<file path="config.mk">
export PLATFORM = sky130hd
export DESIGN_NAME = lbps_sequencer
export DESIGN_NICKNAME = d
export VERILOG_FILES = /design/src/verilog/lbps_pkg.sv /design/src/verilog/lbps_sequencer.sv
export VERILOG_INCLUDE_DIRS = /design/src /design/src/verilog
export SDC_FILE = /design/constraint.sdc
export NUM_CORES = 1
export LEC_CHECK = 0
export ABC_AREA = 1
export BUFFER_PORTS_ARGS = -buffer_cell sky130_fd_sc_hd__buf_2
export CORE_MARGIN = 2
export CORE_UTILIZATION = 40
export CTS_CLUSTER_SIZE = 40
export DETAILED_ROUTE_END_ITERATION = 7
export GPL_TIMING_DRIVEN = 0
export PLACE_DENSITY_LB_ADDON = 0.05
export SKIP_LAST_GASP = 1
export SLEW_MARGIN = 20
export SYNTH_ARGS = -nofsm -noshare
export SYNTH_HDL_FRONTEND = slang
export SYNTH_SLANG_ARGS = --single-unit
</file>
<file path="constraint.sdc">
create_clock -name clock -period 4.6 [get_ports clock]
set_input_delay 0.23 -clock clock [delete_from_list [all_inputs] [get_ports clock]]
set_output_delay 0.23 -clock clock [all_outputs]
set_load 0.01 [all_outputs]
</file>
<file path="src/verilog/lbps_consts.svh">
// Constants for the backlight power sequencer: channel count, timing counts
// Assumes a 10 MHz system clock
`ifndef LBPS_CONSTS_SVH
`define LBPS_CONSTS_SVH
`define LBPS_CHANNELS 6
`define LBPS_CLK_HZ 10000000
`define LBPS_BOOST_HZ 1000000
`define LBPS_BOOST_DIV (`LBPS_CLK_HZ / `LBPS_BOOST_HZ)
`define LBPS_OC_MS 16
`define LBPS_OC_CYCLES ((`LBPS_CLK_HZ / 1000) * `LBPS_OC_MS)
`define LBPS_SS_STEPS 8'hFF
`define LBPS_SS_DIV 16'h0064
`endif

</file>
<file path="src/verilog/lbps_pkg.sv">
// Types for the backlight power sequencer
// Assumes lbps_consts.svh is on the include path
`include "lbps_consts.svh"
package lbps_pkg;
  // Backlight sequencer states
  typedef enum logic [1:0] {
    LBPS_OFF = 2'b00,
    LBPS_RUN = 2'b01,
    LBPS_LATCHED = 2'b10
  } lbps_state_t;
  // Per-channel comparator results
  typedef struct packed {
    logic [`LBPS_CHANNELS-1:0] noCurrent;
    logic [`LBPS_CHANNELS-1:0] pinHigh;
    logic [`LBPS_CHANNELS-1:0] pinShort;
    logic [`LBPS_CHANNELS-1:0] belowTarget;
  } lbps_chan_t;
  // Global comparator results
  typedef struct packed {
    logic mainUvOk;
    logic battUvOk;
    logic refGood;
    logic nearInput;
    logic thermalTrip;
    logic thermalRelease;
    logic overCurrent;
    logic shortCircuit;
    logic overVoltage;
    logic biasGood;
    logic delayDone;
    logic detectOk;
  } lbps_cmp_t;
endpackage : lbps_pkg

</file>
<file path="src/verilog/lbps_sequencer.sv">
// Supervisory sequencer for bias supply and six-channel LED backlight
// Assumes comparator and pin inputs are asynchronous; one 10 MHz clock
`timescale 1ns/10ps
// Timing counts and channel count shared with the package
`include "lbps_consts.svh"
module lbps_sequencer import lbps_pkg::*; #(
  parameter int CHANNELS = `LBPS_CHANNELS,
  parameter int OC_CYCLES = `LBPS_OC_CYCLES
) (
  input wire logic clock, // 10 MHz system clock
  input wire logic rst_n, // Synchronous reset, active low
  input wire lbps_cmp_t cmpIn, // Global comparator results
  input wire lbps_chan_t chanIn, // Per-channel comparator results
  input wire logic enableIn, // Backlight enable from host
  input wire logic dimming_pwm_in, // Dimming PWM from host
  input wire logic flicker_control_in, // Flicker control input
  output logic internalEnable, // Bias section enable
  output logic biasSoftStart, // Bias boost soft-start running
  output logic delayChargeEn, // 20 uA charge on shaping delay pin
  output logic shapeConnect, // Shaped gate-high tied to gate-high supply
  output logic shapeDischarge, // Shaped gate-high discharge path
  output logic panel_reset_n, // Panel reset, active low
  output logic ledBoostEn, // Backlight boost enable
  output logic ledBoostGate, // Backlight boost switch drive
  output logic [7:0] ledSoftRef, // Error amplifier reference ramp
  output logic clampAtOv, // Regulate output at overvoltage level
  output logic [CHANNELS-1:0] sinkEn, // Per-channel sink enable
  output logic [CHANNELS-1:0] feedbackSel, // Channels in minimum feedback set
  output logic faultLatched // Backlight latched off
);
  localparam int CW = $bits(lbps_cmp_t) + 4 * CHANNELS + 3;
  localparam logic [23:0] OC_LIMIT = 24'(OC_CYCLES);
  localparam logic [3:0] BOOST_LAST = 4'(`LBPS_BOOST_DIV - 1);

  // Elaboration check on parameters
  if (CHANNELS != `LBPS_CHANNELS || OC_CYCLES < 1 || OC_CYCLES > 24'hFFFFFF) begin : gBadParam
    $error("lbps_sequencer: unsupported parameter value");
  end

  // three-stage synchronisers on all asynchronous inputs
  logic [CW-1:0] rawIn;
  logic [CW-1:0] syncA;
  logic [CW-1:0] syncB;
  logic [CW-1:0] syncC;
  logic [CW-1:0] stable;
  assign rawIn = {cmpIn, chanIn, enableIn, dimming_pwm_in, flicker_control_in};
  always_ff @(posedge clock) begin
    if (!rst_n) begin
      syncA <= '0;
      syncB <= '0;
      syncC <= '0;
      stable <= '0;
    end else begin
      syncA <= rawIn;
      syncB <= syncA;
      syncC <= syncB;
      stable <= (syncB == syncC) ? syncC : stable;
    end
  end

  // Unpack stable inputs
  lbps_cmp_t cmp;
  lbps_chan_t chan;
  logic enS;
  logic dimS;
  logic flkS;
  assign {cmp, chan, enS, dimS, flkS} = stable;

  // Bias section decode
  logic mainOk;
  logic thermalHold;
  logic shapingOn;
  assign mainOk = cmp.mainUvOk;

  always_ff @(posedge clock) begin
    if (!rst_n) begin
      thermalHold <= 1'b0;
    end else if (cmp.thermalTrip) begin
      thermalHold <= 1'b1;
    end else if (cmp.thermalRelease) begin
      thermalHold <= 1'b0;
    end
  end

  // shaping enabled after bias good and delay end
  always_ff @(posedge clock) begin
    if (!rst_n || !mainOk) begin
      shapingOn <= 1'b0;
    end else if (cmp.biasGood && cmp.delayDone) begin
      shapingOn <= 1'b1;
    end
  end

  // Bias outputs
  logic next_shapeConnect;
  logic next_shapeDischarge;
  // detect low or power-up forces shaped output state
  assign next_shapeConnect = !mainOk ? !cmp.detectOk : (!cmp.detectOk || (shapingOn && !flkS));
  // flicker high discharges once shaping runs
  assign next_shapeDischarge = mainOk && cmp.detectOk && shapingOn && flkS;
  always_ff @(posedge clock) begin
    if (!rst_n) begin
      internalEnable <= 1'b0;
      biasSoftStart <= 1'b0;
      delayChargeEn <= 1'b0;
      shapeConnect <= 1'b0;
      shapeDischarge <= 1'b0;
      panel_reset_n <= 1'b0;
    end else begin
      // bias bring-up on main supply good
      internalEnable <= mainOk;
      biasSoftStart <= mainOk && !cmp.biasGood;
      delayChargeEn <= mainOk && cmp.biasGood && !shapingOn;
      shapeConnect <= next_shapeConnect;
      shapeDischarge <= next_shapeDischarge;
      // panel reset follows detect and lockout
      panel_reset_n <= mainOk && cmp.detectOk;
    end
  end

  // Backlight enable conditions
  logic condAll;
  logic enPrev;
  logic enRise;
  assign condAll = mainOk && cmp.battUvOk && cmp.refGood && cmp.nearInput && enS;
  assign enRise = enS && !enPrev;

  // Overcurrent persistence counter and channel state
  lbps_state_t state;
  lbps_state_t next_state;
  logic [23:0] ocCount;
  logic ocExpired;
  logic [CHANNELS-1:0] excluded;
  logic allOpen;
  logic running;
  assign running = (state == LBPS_RUN);
  // overcurrent held past limit at full duty
  assign ocExpired = (ocCount >= OC_LIMIT);
  assign allOpen = &excluded;

  // Sequencer next-state decode
  always_comb begin
    next_state = state;
    case (state)
      LBPS_OFF: begin
        if (condAll) begin
          next_state = LBPS_RUN;
        end
      end
      LBPS_RUN: begin
        if (cmp.shortCircuit || ocExpired || (allOpen && ledSoftRef == `LBPS_SS_STEPS)) begin
          next_state = LBPS_LATCHED;
        end else if (!condAll) begin
          next_state = LBPS_OFF;
        end
      end
      LBPS_LATCHED: begin
        // cleared by enable toggle or battery POR
        if (enRise || !cmp.battUvOk) begin
          next_state = LBPS_OFF;
        end
      end
      default: begin
        next_state = LBPS_OFF;
      end
    endcase
  end

  // main supply lockout returns machine to off
  always_ff @(posedge clock) begin
    if (!rst_n || !mainOk) begin
      state <= LBPS_OFF;
      enPrev <= 1'b0;
    end else begin
      state <= next_state;
      enPrev <= enS;
    end
  end

  // counter runs only while overcurrent at full duty
  always_ff @(posedge clock) begin
    if (!rst_n || !running || !(cmp.overCurrent && dimS)) begin
      ocCount <= 24'h000000;
    end else if (!ocExpired) begin
      ocCount <= ocCount + 24'h000001;
    end
  end

  // Per-channel exclusion flags
  for (genvar i = 0; i < CHANNELS; i++) begin : gChan
    always_ff @(posedge clock) begin
      if (!rst_n || !running) begin
        excluded[i] <= 1'b0;
      // open string at overvoltage; pin high; short
      end else if ((cmp.overVoltage && chan.noCurrent[i]) || chan.pinHigh[i] || chan.pinShort[i]) begin
        excluded[i] <= 1'b1;
      end
    end
  end

  // Boost switching period and soft-start
  logic [3:0] phase;
  logic [15:0] ssDiv;
  logic cycleStart;
  logic limitHit;
  logic switchOk;
  assign cycleStart = (phase == 4'h0);
  assign switchOk = running && condAll && !thermalHold;
  always_ff @(posedge clock) begin
    if (!rst_n) begin
      phase <= 4'h0;
    // fixed 1 MHz period from the system clock
    end else begin
      phase <= (phase == BOOST_LAST) ? 4'h0 : phase + 4'h1;
    end
  end
  // pulse-by-pulse limit held to next cycle start
  // A limit seen on the cycle-start edge wins over the clear
  always_ff @(posedge clock) begin
    if (!rst_n) begin
      limitHit <= 1'b0;
    end else if (cmp.overCurrent) begin
      limitHit <= 1'b1;
    end else if (cycleStart) begin
      limitHit <= 1'b0;
    end
  end

  always_ff @(posedge clock) begin
    if (!rst_n || !running) begin
      ssDiv <= 16'h0000;
      ledSoftRef <= 8'h00;
    end else if (ledSoftRef != `LBPS_SS_STEPS) begin
      ssDiv <= (ssDiv == `LBPS_SS_DIV) ? 16'h0000 : ssDiv + 16'h0001;
      ledSoftRef <= (ssDiv == `LBPS_SS_DIV) ? ledSoftRef + 8'h01 : ledSoftRef;
    end
  end

  // Backlight outputs
  logic [CHANNELS-1:0] active;
  assign active = ~excluded;
  always_ff @(posedge clock) begin
    if (!rst_n) begin
      ledBoostEn <= 1'b0;
      ledBoostGate <= 1'b0;
      clampAtOv <= 1'b0;
      sinkEn <= '0;
      feedbackSel <= '0;
      faultLatched <= 1'b0;
    end else begin
      // enable low shuts boost and sinks
      ledBoostEn <= switchOk;
      // gate on at cycle start unless limited
      ledBoostGate <= switchOk && !limitHit && !cmp.overCurrent && !cmp.overVoltage;
      // regulate at threshold while current below target
      clampAtOv <= switchOk && cmp.overVoltage && |(chan.belowTarget & active);
      sinkEn <= (running && condAll && dimS) ? active : '0;
      // feedback minimum over remaining channels only
      feedbackSel <= running ? active : '0;
      faultLatched <= (state == LBPS_LATCHED);
    end
  end
endmodule : lbps_sequencer
</file>
==> results of run 1 <==
==> area by class of cell <==
cell class	count	area, µm²	share of cell area
flip-flops and latches	242	4845	0.4190
multi-input cells	790	3530	0.3053
inverters	277	1040	0.08993
repair buffers	108	735.7	0.06363
clock buffers	33	708.2	0.06125
well taps	319	399.1	0.03452
plain buffers	44	192.7	0.01666
clock inverters	14	112.6	0.009739
==> power breakdown <==
group	switching (mW)	internal (mW)
Clock	0.832	1.15
Combinational	0.122	0.0842
Sequential	0.0222	2.14
Total	0.976	3.38
==> tightest hold or removal path: cells and delay by family <==
family	cells	cell delay [ns]
buf+inv	2	0.32
simple gates	1	0.06
==> registers in the layout (all words and copies together) (netlist names), 2 cells and up <==
signal,count
sinkEn,6
ledSoftRef,8
ocCount,24
state,2
excluded,6
syncC,39
stable,39
syncA,39
phase,4
feedbackSel,6
syncB,39
ssDiv,16
==> logic make-up after synthesis <==
logic type,count (synthesis),synth area share
DFF,242,0.5043
xor gates and xnor gates,21,0.01914
AOI/OAI and AO/OA,62,0.03491
and+or+nand+nor,699,0.3029
buffers and inverters,321,0.1283
adders and majority gates,8,0.01042
==> per-stage QoR <==
stage                     std cells    util  hold WS, ns
after floorplan                1353       -       0.3276
after global placement         1741  0.4397       0.3965
after detailed placement       1741  0.4397       0.3967
after CTS                      1827  0.4911       0.1447
after global routing           1827  0.4911       0.1602
final                          1827  0.4911       0.1480
==> synthesized netlist by cell type, types with 4 or more instances <==
library cell,n
nand2_1,387
inv_1,272
dfxtp_1,242
nor2_1,172
nand4_1,60
nand3_1,45
a21oi_1,40
clkbuf_1,25
nor3_1,22
xor2_1,16
buf_2,13
o21ai_0,12
ha_1,8
xnor2_1,5
buf_1,4
nor4_1,4
==> how the worst max path moves through the flow <==
stage / start / to / slack [ns] / cells past startpoint
after CTS: ssDiv[0] / ledSoftRef[7] / 2.58 / 8
after global routing: ssDiv[1] / ledSoftRef[5] / 2.37 / 8
final: ledSoftRef[0] / ledSoftRef[7] / 2.57 / 8
after global placement: ssDiv[0] / ledSoftRef[3] / 2.54 / 8
after floorplan: ledSoftRef[1] / ledSoftRef[5] / 3.03 / 8
after detailed placement: ssDiv[0] / ledSoftRef[7] / 2.60 / 8
==> routing by layer <==
layer | GRT usage | up-vias | share of wire
met5 | 0 | - | 0
met4 | 0.03926 | 0 | 0.015
met3 | 0.02553 | 26 | 0.044
met2 | 0.2880 | 141 | 0.46
met1 | 0.2137 | 3232 | 0.48
li1 | - | 4341 | -
==> impl_metrics.toml, run 1 <==
[status]
outcome = "finished clean"

[grt]
antenna_found_initial = 0
grt_util_all_layers = 0.1645
grt_pass1_vias = 7242
grt_max_degree = 14
grt_pass1_wl_um = 34760
overflow = 0

[route]
first_pass_iters = 5
drcViolationCount = 0
ant_nets = 0
vias_per_cell = 4.236
wl_per_cell_um = 11.26
drtIter0Drc = 331
via_count = 7740
routed_wl_um = 20570

[logic_synthesis]
synth_cell_type_count = 32
syn_nets = 1402
synth_edf_count = 0
synth_seq_cells = 242
yosys.area.top_type_share = 0.5043
synthArstFlopShare = 0
synth_top_flop_cell = "dfxtp_1"
synthTopCellsByArea = "dfxtp_1 (50%), nand2_1 (15%), inv_1 (11%), nor2_1 (6.7%), nand4_1 (3.9%)"
synth.cell_area_um2 = 9607
yosysTopAreaCell = "dfxtp_1"
syn_area_per_cell_um2 = 7.100
yosys_warnings = 0
netlist_instances = 1353
synth-seq-area-share = 0.5043

[worst_setup_path]
cp_slowest_cell = "clkbuf_1"
crit_required_ns = 4.98
start_kind = "register"
crit_arrival_ns = 2.41
timing.rr.start = "ledSoftRef[0]"
path_cells = "ha_1, nand2_1, nor2_1, nand2_1, clkbuf_1, nand2_1, nand2_1, a21oi_1"
r2r_setup_slack_ns = 2.57
crit_path_max_fanout = 10
setup.worst_path.end_class = "register"
crit_path_max_incr_delay_ns = 0.43
crit_buf_inv = 1
cpLargestDelayFamily = "simple AND/OR/NAND/NOR gates"
path_class = "register to register"
worstReg2RegEnd = "ledSoftRef[7]"
worst-r2r-cell-count = 8
cp_common_cell = "nand2_1"

[pwr]
power.leakage_nw = 5.760
pwr_density_cell_nw_per_um2 = 376.5
finalPower_mw = 4.353
irDropWorstVdd_mv = 0.2297

[min_path]
hold_end = "faultLatched"
hold_path_depth = 3
hp-start = "rst_n"
hp-class = "input pin to register"

[placed_design]
gp_congestion = 0.8596
pre_cts_ws_ns = 2.600
placed_cell_area_um2 = 10350
dp_hpwl_um = 14920
portBuffers = 69

[floorplanning]
die_h_um = 159.0
core-area_um2 = 23540
ioPinCount = 71
initial_utilization = 0.4081
num_rows = 56
fp.dieW_um = 159.0
dieArea_um2 = 25270

[cts]
h-tree-depth = 1
cts_buffer_depth = 3
ctsRootBufferMaster = "clkbuf_16"
cts-hold-fix-buffers = 39
ctsResizeCount = 0
cts_tree = "yes"
postCtsSetupBuffers = 0
cts_buffers = 27
clkLatencyLatePin_ns = 0.52
cts.sinks = 242
clk_pin_slew_ns = 0.06

[layout]
final_common_cell = "nand2_1"
layout_common_cells = "nand2_1 (387), inv_1 (272), dfxtp_1 (242)"
diodes = 0
drive_gt1_frac = 0.08820
area_growth_pct = 20.36
fin_nets = 1539
final_cell_area_um2 = 11560
n_fill_cell = 2440

[timing]
hold_viol_final = 0
setup_slack_ns = 2.571
max-slew-margin-rel = 0.6167
tightest_slew_ns = 0.5750
period_minus_slack_ns = 2.029
tns_ns = 0
period_share = 0.4410
final.setup_skew_ns = 0.009130
setup_viol = 0
final_max_slew_viol_count = 0
rsz0062_at_grt = "no"
clock.fmax_mhz = 492.9

[flow_run]
max_cap_viol_count = 0
(Power assumes the default switching activity.)
==> inputs of run 2 (changes only) <==
==> constraint.sdc (replaced) <==
create_clock -name clock -period 1.75 [get_ports clock]
set_input_delay 0.0875 -clock clock [delete_from_list [all_inputs] [get_ports clock]]
set_output_delay 0.0875 -clock clock [all_outputs]
set_load 0.01 [all_outputs]
==> impl_metrics.toml, run 2 (synthesized netlist as in run 1, its figures left out) <==
[cts]
clkLatencyLatePin_ns = 0.53
cts_buffer_depth = 3
ctsRootBufferMaster = "clkbuf_16"
cts_tree = "yes"
cts.sinks = 242
clk_pin_slew_ns = 0.06
cts_buffers = 27
h-tree-depth = 1

[placed_design]
portBuffers = 69
pre_cts_ws_ns = -0.2497
dp.cells = 1741
dp_hpwl_um = 14920
placed_cell_area_um2 = 10350
gp_congestion = 0.8596

[floorplanning]
fp.dieW_um = 159.0
core-area_um2 = 23540
num_rows = 56
dieArea_um2 = 25270
die_h_um = 159.0
ioPinCount = 71
initial_utilization = 0.4081

[worst_setup_path]
cpLargestDelayFamily = "simple AND/OR/NAND/NOR gates"
crit_path_max_incr_delay_ns = 0.38
path_cells = "ha_2, nand2_1, nor2_2, nand2_2, buf_4, nand2_2, nand2_1, a21oi_1"
worstReg2RegEnd = "ledSoftRef[1]"
r2r_setup_slack_ns = 0.10
crit_required_ns = 2.20
path_class = "register to register"
worst-r2r-cell-count = 8
setup.worst_path.end_class = "register"
crit_buf_inv = 1
cp_slowest_cell = "dfxtp_1"
timing.rr.start = "ledSoftRef[0]"
crit_arrival_ns = 2.10
start_kind = "register"
crit_path_max_fanout = 10

[layout]
area_growth_pct = 22.52
stdcell_count = 1832
final_cell_area_um2 = 11770
layout_common_cells = "nand2_1 (380), inv_1 (269), dfxtp_1 (236)"
postLayoutCoreUtil = 0.4999
drive_gt1_frac = 0.1157
fin_nets = 1544
diodes = 0
final_common_cell = "nand2_1"

[timing]
final.setup_skew_ns = 0.009608
period_minus_slack_ns = 1.650
max-slew-margin-rel = 0.6174
setup_slack_ns = 0.1000
period_share = 0.9428
setup_viol = 0
timing.hold.ws_ns = 0.004231
final_max_slew_viol_count = 0
clock.fmax_mhz = 606.1
tns_ns = 0
tightest_slew_ns = 0.5738
hold_viol_final = 0

[min_path]
hold_end = "faultLatched"
hold_path_depth = 3
hp-class = "input pin to register"
hp-start = "rst_n"

[route]
wl_per_cell_um = 11.26
routed_wl_um = 20620
drcViolationCount = 0
via_count = 7776
first_pass_iters = 4
drtIter0Drc = 315
ant_nets = 0
vias_per_cell = 4.245

[pwr]
pwr_density_cell_nw_per_um2 = 976.0
irDropWorstVdd_mv = 0.6045
finalPower_mw = 11.49
power.leakage_nw = 5.841

[grt]
grt_util_all_layers = 0.1651
grt_pass1_vias = 7263
grt_max_degree = 20
grt_pass1_wl_um = 34910
antenna_found_initial = 0
overflow = 0

[status]
outcome = "finished clean"

[flow_run]
max_cap_viol_count = 0
## run 2: worst max path at each step
stage | to | depth (start not counted) | start
detailed placement | ledSoftRef[7] | 8 | ssDiv[0]
global route | stable[30] | 13 | syncC[2]
floorplan | ledSoftRef[5] | 8 | ledSoftRef[1]
finish | ledSoftRef[1] | 8 | ledSoftRef[0]
global placement | ledSoftRef[3] | 8 | ssDiv[0]
CTS | stable[30] | 13 | syncC[24]
## run 2: tightest hold or removal path, stage by stage
cell    delay, ns
buf_2        0.16
inv_1        0.17
nor3_1       0.06
## run 2: metal layers
layer  routed length [µm]  up-vias  track usage
li1                     -     4354            -
met1                 9952     3281       0.2144
met2                 9565      112       0.2896
met3                  766       29      0.02553
met4                  339        0      0.03926
met5                    0        -            0
## run 2: layout make-up
cell class              count  area (µm²)
multi-input cells         790        3626
clock inverters            14       112.6
clock buffers              33       708.2
plain buffers              42       239.0
inverters                 277        1041
fillers                  2435       11770
well taps                 319       399.1
flip-flops and latches    242        4852
repair buffers            115       792.0
## run 2: what timing repair did
action | CTS | global route
gates resized for setup | 18 | 53
setup endpoints to repair | 59 | 72
setup buffers | 4 | 3
pin swaps | 3 | 4
hold buffers | 39 | 0
hold endpoints to repair | 39 | 0
## run 2: where the power goes
group	switching, mW	leakage, nW	total (mW)	internal (mW)
Sequential	0.0581	1.97	5.69	5.63
Combinational	0.336	3.47	0.577	0.240
Clock	2.20	0.402	5.22	3.03
Total	2.59	5.84	11.5	8.90
